File: config.mk
export PLATFORM = sky130hd
export DESIGN_NAME = msg_commander_end_flat
export DESIGN_NICKNAME = d
export VERILOG_FILES = /design/src/verilog/msg_port_pkg.sv /design/src/verilog/msg_link_if.sv /design/src/verilog/msg_commander_end.sv /design/src/flat_wrapper.sv
export SDC_FILE = /design/constraint.sdc
export NUM_CORES = 1
export LEC_CHECK = 0
export BUFFER_PORTS_ARGS = -buffer_cell sky130_fd_sc_hd__buf_2
export CORE_UTILIZATION = 25
export CTS_CLUSTER_SIZE = 28
export DETAILED_ROUTE_END_ITERATION = 6
export GPL_TIMING_DRIVEN = 0
export PLACE_DENSITY = 0.49
export SLEW_MARGIN = 20
export SYNTH_ARGS = -nofsm -noshare
export SYNTH_HDL_FRONTEND = slang
export SYNTH_SLANG_ARGS = --single-unit
File: constraint.sdc
create_clock -name clk -period 2.3 [get_ports clk]
set_clock_uncertainty 0.1 [all_clocks]
set_input_delay 0 -clock clk [delete_from_list [all_inputs] [get_ports clk]]
set_output_delay 0 -clock clk [all_outputs]
set_load 0.01 [all_outputs]
File: src/verilog/msg_port_pkg.sv
// Shared constants for the message-based slave port and its commander
// Function
// - Commander polls until write-ready and output-ready
// - Commander requests byte by writing deff
// - Commander polls until read-ready before collecting
// - Data-low read returns the requested output byte
// - Commander polls until write-ready and input-ready
// - Byte-available words bc/bd carry byte, both decoded
// - Response register holds the four handshake flags
// - Device answers only inside its 64-byte window, or to interrupt acknowledge while a request is pending
// - Window base is address times 40 plus c000
// - Only standard registers and interrupt acknowledge exist
// - Other modules avoid undefined window locations
// - Identity and type words are fixed read-only
// - Offset 4 reads status, writes control
// - Offset 6 is written and retained
// - Capability word always reads b7ff
// - Response register shows live handshake state
// - Protocol events raise a bus interrupt request
// - Interrupt level is programmable
package msg_port_pkg;

    // ********************************************************************
    // Device window
    // ********************************************************************
    localparam logic [5:0]  OFS_IDENT    = 6'h00;
    localparam logic [5:0]  OFS_TYPE     = 6'h02;
    localparam logic [5:0]  OFS_STATUS   = 6'h04;
    localparam logic [5:0]  OFS_OFFSET   = 6'h06;
    localparam logic [5:0]  OFS_PROTO    = 6'h08;
    localparam logic [5:0]  OFS_RESP     = 6'h0a;
    localparam logic [5:0]  OFS_DHIGH    = 6'h0c;
    localparam logic [5:0]  OFS_DLOW     = 6'h0e;
    localparam logic [15:0] A16_BASE     = 16'hc000;
    localparam logic [15:0] PROTO_WORD   = 16'hb7ff;
    localparam logic [15:0] CMD_BYTE_REQ = 16'hdeff;
    localparam logic [7:0]  BAV_NOEND    = 8'hbc;
    localparam logic [7:0]  BAV_END      = 8'hbd;
    localparam int          RSP_WR       = 9;
    localparam int          RSP_RR       = 10;
    localparam int          RSP_DIR      = 12;
    localparam int          RSP_DOR      = 13;
    localparam int          CTL_RESET    = 0;
    localparam int          CTL_LVL_LSB  = 4;
    localparam int          STS_READY    = 2;
    localparam int          STS_PASSED   = 3;
    localparam logic [2:0]  LVL_RESET    = 3'h1;

    // ********************************************************************
    // Commander APB map
    // ********************************************************************
    localparam logic [7:0]  REG_CMD      = 8'h00;
    localparam logic [7:0]  REG_STAT     = 8'h04;
    localparam logic [7:0]  REG_DATA     = 8'h08;
    localparam logic [7:0]  REG_TARGET   = 8'h0c;
    localparam logic [7:0]  REG_IRQ_ST   = 8'h10;
    localparam logic [7:0]  REG_IRQ_MASK = 8'h14;
    localparam logic [7:0]  REG_IACK_ID  = 8'h18;
    localparam int          CMD_RD       = 0;
    localparam int          CMD_WR       = 1;
    localparam int          CMD_END      = 2;
    localparam int          CMD_BYTE_LSB = 8;
    localparam int          EV_RD        = 0;
    localparam int          EV_WR        = 1;
    localparam int          EV_IRQ       = 2;

    // Base of the 64-byte window for a logical address
    function automatic logic [15:0] la_base(input logic [7:0] la);
        return A16_BASE + {2'b00, la, 6'h00};
    endfunction : la_base

endpackage : msg_port_pkg

File: src/verilog/msg_link_if.sv
// Backplane link between commander and message-based device
interface msg_link_if;
    logic        strobe;    // Cycle request, held until ack
    logic        write;
    logic        iack;      // Interrupt acknowledge cycle
    logic [15:0] addr;
    logic [15:0] wdata;
    logic        ack;       // One-cycle answer
    logic [15:0] rdata;
    logic [2:0]  irq_level; // Zero means no request

    modport device (
        input  strobe, write, iack, addr, wdata,
        output ack, rdata, irq_level
    );
    modport commander (
        input  ack, rdata, irq_level,
        output strobe, write, iack, addr, wdata
    );
endinterface : msg_link_if

File: src/verilog/msg_commander_end.sv
// Commander end: APB-controlled word-serial master with interrupt handling
module msg_commander_end
    import msg_port_pkg::*;
(
    input  wire logic        clk,
    input  wire logic        rst,
    input  wire logic        psel,
    input  wire logic        penable,
    input  wire logic        pwrite,
    input  wire logic [7:0]  paddr,
    input  wire logic [31:0] pwdata,
    output logic [31:0]      prdata,
    output logic             pready,
    output logic             pslverr,
    output logic             irq,
    msg_link_if.commander    link
);

    typedef enum logic [2:0] {
        IDLE, RD_POLL, RD_REQ, RD_POLL_RR, RD_FETCH, WR_POLL, WR_SEND, IACK_CYC
    } cmd_state_e;

    cmd_state_e  state;
    logic [7:0]  target_la;
    logic [7:0]  tx_byte;
    logic        tx_end;
    logic [7:0]  rx_byte;
    logic [7:0]  iack_id;
    logic [2:0]  irq_st;
    logic [2:0]  irq_mask;
    logic [2:0]  ev;
    logic        acc;
    logic        setup;
    logic        mapped;
    logic        wr_cmd;
    logic [5:0]  req_ofs;
    logic        req_write;
    logic [15:0] req_wdata;
    logic [31:0] rd_mux;

    // ********************************************************************
    // APB slave
    // ********************************************************************

    // Writes land on the edge that samples pready high
    assign setup  = psel && penable && !pready;
    assign acc    = psel && penable && pready;
    assign wr_cmd = acc && pwrite && paddr == REG_CMD && state == IDLE;
    assign mapped = paddr == REG_CMD || paddr == REG_STAT || paddr == REG_DATA ||
                    paddr == REG_TARGET || paddr == REG_IRQ_ST ||
                    paddr == REG_IRQ_MASK || paddr == REG_IACK_ID;

    // Read mux, unmapped words read zero
    always_comb begin
        rd_mux = 32'h0000_0000;
        case (paddr)
            REG_STAT:     rd_mux = {31'h0000_0000, state != IDLE};
            REG_DATA:     rd_mux = {24'h00_0000, rx_byte};
            REG_TARGET:   rd_mux = {24'h00_0000, target_la};
            REG_IRQ_ST:   rd_mux = {29'h0000_0000, irq_st};
            REG_IRQ_MASK: rd_mux = {29'h0000_0000, irq_mask};
            REG_IACK_ID:  rd_mux = {24'h00_0000, iack_id};
            default:      rd_mux = 32'h0000_0000;
        endcase
    end

    // Fixed one wait state keeps the answer registered
    always_ff @(posedge clk or posedge rst) begin
        if (rst) begin
            pready  <= 1'b0;
            pslverr <= 1'b0;
            prdata  <= 32'h0000_0000;
        end else begin
            pready  <= setup;
            pslverr <= setup && !mapped;
            if (setup && !pwrite) begin
                prdata <= rd_mux;
            end
        end
    end

    // Software-owned settings
    always_ff @(posedge clk or posedge rst) begin
        if (rst) begin
            target_la <= 8'h00;
            irq_mask  <= 3'h0;
        end else if (acc && pwrite) begin
            if (paddr == REG_TARGET) begin
                target_la <= pwdata[7:0];
            end
            if (paddr == REG_IRQ_MASK) begin
                irq_mask <= pwdata[2:0];
            end
        end
    end

    // ********************************************************************
    // Interrupts
    // ********************************************************************
    assign ev[EV_RD]  = state == RD_FETCH && link.ack;
    assign ev[EV_WR]  = state == WR_SEND && link.ack;
    assign ev[EV_IRQ] = state == IACK_CYC && link.ack;

    // Set beats a same-cycle write-one-to-clear
    always_ff @(posedge clk or posedge rst) begin
        if (rst) begin
            irq_st <= 3'h0;
            irq    <= 1'b0;
        end else begin
            irq_st <= (irq_st & ~((acc && pwrite && paddr == REG_IRQ_ST) ? pwdata[2:0] : 3'h0)) | ev;
            irq    <= |(irq_st & irq_mask);
        end
    end

    // ********************************************************************
    // Word-serial sequencer
    // ********************************************************************

    // Link cycle that each state issues
    always_comb begin
        req_ofs   = OFS_RESP;
        req_write = 1'b0;
        req_wdata = 16'h0000;
        unique case (state)
            IDLE, RD_POLL, RD_POLL_RR, WR_POLL, IACK_CYC: begin
                req_ofs = OFS_RESP;
            end
            RD_REQ: begin
                req_ofs   = OFS_DLOW;
                req_write = 1'b1;
                req_wdata = CMD_BYTE_REQ;
            end
            RD_FETCH: begin
                req_ofs = OFS_DLOW;
            end
            WR_SEND: begin
                req_ofs   = OFS_DLOW;
                req_write = 1'b1;
                req_wdata = {tx_end ? BAV_END : BAV_NOEND, tx_byte};
            end
        endcase
    end

    // Strobe held until the one-cycle ack, then the flags decide
    always_ff @(posedge clk or posedge rst) begin
        if (rst) begin
            state       <= IDLE;
            link.strobe <= 1'b0;
            link.write  <= 1'b0;
            link.iack   <= 1'b0;
            link.addr   <= 16'h0000;
            link.wdata  <= 16'h0000;
            tx_byte     <= 8'h00;
            tx_end      <= 1'b0;
            rx_byte     <= 8'h00;
            iack_id     <= 8'h00;
        end else if (state == IDLE) begin
            if (link.irq_level != 3'h0) begin
                state <= IACK_CYC;
            end else if (wr_cmd && pwdata[CMD_RD]) begin
                state <= RD_POLL;
            end else if (wr_cmd && pwdata[CMD_WR]) begin
                state   <= WR_POLL;
                tx_byte <= pwdata[CMD_BYTE_LSB +: 8];
                tx_end  <= pwdata[CMD_END];
            end
        end else if (!link.strobe) begin
            link.strobe <= 1'b1;
            link.iack   <= state == IACK_CYC;
            link.write  <= req_write;
            link.addr   <= la_base(target_la) + {10'h000, req_ofs};
            link.wdata  <= req_wdata;
        end else if (link.ack) begin
            link.strobe <= 1'b0;
            unique case (state)
                RD_POLL: begin
                    if (link.rdata[RSP_WR] && link.rdata[RSP_DOR]) begin
                        state <= RD_REQ;
                    end
                end
                RD_REQ: begin
                    state <= RD_POLL_RR;
                end
                RD_POLL_RR: begin
                    if (link.rdata[RSP_RR]) begin
                        state <= RD_FETCH;
                    end
                end
                RD_FETCH: begin
                    rx_byte <= link.rdata[7:0];
                    state   <= IDLE;
                end
                WR_POLL: begin
                    if (link.rdata[RSP_WR] && link.rdata[RSP_DIR]) begin
                        state <= WR_SEND;
                    end
                end
                WR_SEND, IACK_CYC: begin
                    if (state == IACK_CYC) begin
                        iack_id <= link.rdata[7:0];
                    end
                    state <= IDLE;
                end
                IDLE: begin
                    state <= IDLE;
                end
            endcase
        end
    end

endmodule : msg_commander_end

File: src/flat_wrapper.sv
// flat-port wrapper written by rule: the top's interface ports become plain ports
module msg_commander_end_flat import msg_port_pkg::*;
  (clk, rst, psel, penable, pwrite, paddr, pwdata, prdata, pready, pslverr, irq, link_ack, link_rdata, link_irq_level, link_strobe, link_write, link_iack, link_addr, link_wdata);
  msg_link_if link_i ();
  input  wire logic clk;
  input  wire logic rst;
  input  wire logic psel;
  input  wire logic penable;
  input  wire logic pwrite;
  input  wire logic [7:0] paddr;
  input  wire logic [31:0] pwdata;
  output logic [31:0] prdata;
  output logic pready;
  output logic pslverr;
  output logic irq;
  input wire logic [$bits(link_i.ack)-1:0] link_ack;
  input wire logic [$bits(link_i.rdata)-1:0] link_rdata;
  input wire logic [$bits(link_i.irq_level)-1:0] link_irq_level;
  output wire logic [$bits(link_i.strobe)-1:0] link_strobe;
  output wire logic [$bits(link_i.write)-1:0] link_write;
  output wire logic [$bits(link_i.iack)-1:0] link_iack;
  output wire logic [$bits(link_i.addr)-1:0] link_addr;
  output wire logic [$bits(link_i.wdata)-1:0] link_wdata;
  assign link_i.ack = link_ack;
  assign link_i.rdata = link_rdata;
  assign link_i.irq_level = link_irq_level;
  assign link_strobe = link_i.strobe;
  assign link_write = link_i.write;
  assign link_iack = link_i.iack;
  assign link_addr = link_i.addr;
  assign link_wdata = link_i.wdata;
  msg_commander_end u_core (.clk(clk), .rst(rst), .psel(psel), .penable(penable), .pwrite(pwrite), .paddr(paddr), .pwdata(pwdata), .prdata(prdata), .pready(pready), .pslverr(pslverr), .irq(irq), .link(link_i));
endmodule
==> summary.md <==
| Metric | Value |
|---|---|
| Grt ovf | `0` |
| Fraction of layout cells with a size suffix above 1 | `42.1%` |
| Die area | `15100 um2` |
| Area grow syn2layout | `39.8%` |
| Global Route met2 Usage | `20.7%` |
| Critical path arrival | `2310 ps` |
| Post-synthesis sequential area ratio | `between 50% and 60%` |
| Ant diodes | `0` |
| Post-Route WL | `9180 um` |
| EDFF count, synth | `0` |
| Slew HR | `30.0%` |
| # clock sinks | `77` |
| Mean Syn Cell Area | `11.4 um2` |
| Largest area contributor in the synthesized netlist | `dfrtp_1` |
| Drt pass-1 iters | `4` |
| GRT met3 Usage | `2.74%` |
| Fillers | `1448` |
| CTS max path bufs | `2` |
| Type of origin of the critical path | `flip-flop` |
| Power density cells | `945 nW/um2` |
| Hold Slack | `19.8 ps` |
| Drt wl/cell | `13.9 um` |
| Initial Utilization | `26.0%` |
| CP cell instances | `buf_2, or4bb_1, nand4_2, o211ai_4, mux2_4, a311o_1` |
| Gpl congestion | `0.703` |
| Fin nets | `540` |
| Critical path's top delay family | `simple AND/OR/NAND/NOR gates` |
| Die width | `123 um` |
| Inserted Clock Buffers | `9` |
| Commonest non-fill, non-tap cells in the layout | `buf_2 (91), dfrtp_1 (77), mux2_2 (45)` |
| Min cycle time layout | `2190 ps` |
| Peak supply drop | `approximately 0.37 mV` |
| DP HPWL | `6750 um` |
| First-pass GRT wire length | `~14000 um` |
| MaxCap Viol Count | `0` |
| Clock latency on the worst-skew pair | `approximately 330 ps` |
| Reg2reg setup slack | `110 ps` |
| Outcome | `finished clean` |
| Post-CTS Setup Inserts | `0` |
| Vias per inst | `about 4.4` |
| Critical path required time | `between 2000 and 2500 ps` |
| Dpl ws | `-151 ps` |
| Setup crit end kind | `flip-flop` |
| Synthesis Warnings | `0` |
| Synth Flop Type | `dfrtp_1` |
| Crit-path slowest cell | `or4bb_1` |
| Top Ports | `135` |
| Core Box Area | `around 14000 um2` |
| DRT antenna net count | `0` |
| RSZ-0062 raised after global routing | `false` |
| Placed cell area | `~4400 um2` |
| Max Freq | `0.456 GHz` |
| GRT Util Overall | `12.7%` |
| DRC Markers | `0` |
| Final design utilization | `36.4%` |
| Max Slew Vio Count | `0` |
| Final cell count without fillers | `660` |
| Ys async rst share | `100%` |
| WP buf/inv | `1` |
| Via count | `between 2000 and 3000` |
| HP Class | `input port to flip-flop` |
| Register bit count reported by yosys | `77` |
| Cell Rows | `43` |
| Most common cell after layout, fill and taps aside | `buf_2` |
| Unique masters post-synth | `48` |
| Met1 usage | `approximately 16%` |
| Hold Vio Cnt, Final | `0` |
| Worst Tran Pin Value | `1040 ps` |
| Clk root buf | `clkbuf_16` |
| Largest net degree at the start of global routing | `42` |
| Antenna violations before repair | `0` |
| CP peak stage delay | `520 ps` |
| Cell total after placement | `614` |
| Fin area | `5100 um2` |
| Initial drt markers | `55` |
| Synth area leaders | `dfrtp_1 (53%), mux2_2 (14%), buf_4 (7.2%), nand2_1 (3.8%), o21ai_0 (2.6%)` |
| # H-tree levels | `3` |
| Mapped Area | `3650 um2` |
| Reg clk slew, reported paths | `around 60 ps` |
| Final Setup Violations | `0` |
| Post-synth top area share | `52.8%` |
| Vias in the first global route | `2786` |
| Multi-input logic area | `roughly 1500 um2` |
| Synth Instances | `320` |
| WS Path Type | `flip-flop to flip-flop` |
| Global route hottest layer | `met2` |
| FF+latch area | `about 1900 um2` |
| Die height | `123 um` |
| Period utilisation layout | `95.3%` |
| PortBufs | `87` |
| Final WS setup | `109 ps` |
| CTS tree | `done` |
| Leakage Power | `2.52 nW` |
| CP Max Fanout | `10` |
final timing paths:
path,end,cells after the start,start
max in group asynchronous,u_core.prdata[6],4,rst
min,u_core.pslverr,3,paddr[6]
max reg2reg,u_core.state[2],6,u_core.state[1]
min reg2reg,u_core.link.wdata[1],2,u_core.link.wdata[1]
min in group asynchronous,u_core.tx_byte[1],3,rst
max,u_core.state[2],6,u_core.state[1]
through the flow:
step / TNS [ps] / power (W)
finish: 0 / 0.00482
global route: 0 / 0.00514
CTS: 0 / 0.00485
detailed placement: -920 / 0.00324
global placement: -58710 / 0.00319
floorplan: 0 / 0.00277
tightest hold or removal path: stages:
cell and delay, ps:
buf_2 120, nor3_1 70, a311oi_1 210
registers in the layout, summed over array words and instances (netlist names), 3 cells and up:
signal,cells
u_core.irq_st,3
u_core.iack_id,8
u_core.target_la,8
u_core.irq_mask,3
u_core.link.addr,10
u_core.prdata,8
u_core.state,3
u_core.link.wdata,12
u_core.rx_byte,8
u_core.tx_byte,8
area by class of cell:
cell class	instances	area share [%]
multi-input combinational	216	30.0
sequential	77	37.7
buffer	46	6.05
clock buffer	12	5.02
inverter	7	0.564
tap	180	4.41
timing repair buffer	118	14.8
clock inverter	4	1.37
metal layers:
metal | up-vias | part of all wire [%]
met5 | - | 0
met1 | 1364 | 44
met2 | 90 | 49
met4 | 0 | 1.7
li1 | 1403 | -
met3 | 14 | 5.5
kinds of logic after synthesis:
family / Yosys count / share of synthesized area, %
and+or+nand+nor: 83 / 12.1
DFF: 77 / 52.8
AOI/OAI and AO/OA: 58 / 11.0
buffers and inverters: 53 / 9.15
muxes: 48 / 14.8
other: 1 / 0.103
where the power goes:
group / switching [W] / total, W / internal (W)
combinational: 0.000767 / 0.00142 / 0.000649
sequential: 0.000195 / 0.00186 / 0.00167
clock: 0.000539 / 0.00155 / 0.00101
cells in the mapped netlist (2+ instances only):
cell type  count
or3_1          3
a22o_1         7
a311oi_1       2
mux2_2        45
a21oi_1        5
nand3_1        4
nor3_1        10
nor4_2         2
a32o_1         2
buf_2          3
o21ai_0       19
nor2_1        12
a22oi_1        8
nand4_1        2
buf_4         35
a31oi_1        2
clkbuf_1       8
dfrtp_1       77
mux2i_1        2
o221ai_1       2
inv_1          7
nand2_1       37
repair_timing:
| item | 4_1_cts | 5_1_grt |
|---|---|---|
| gates resized for setup | 2 | 7 |
| endpoints found under the hold margin | 78 | 0 |
| hold buffers | 30 | 0 |
| endpoints found under the setup margin | 18 | 17 |
Power figures use the tool's default switching activity.
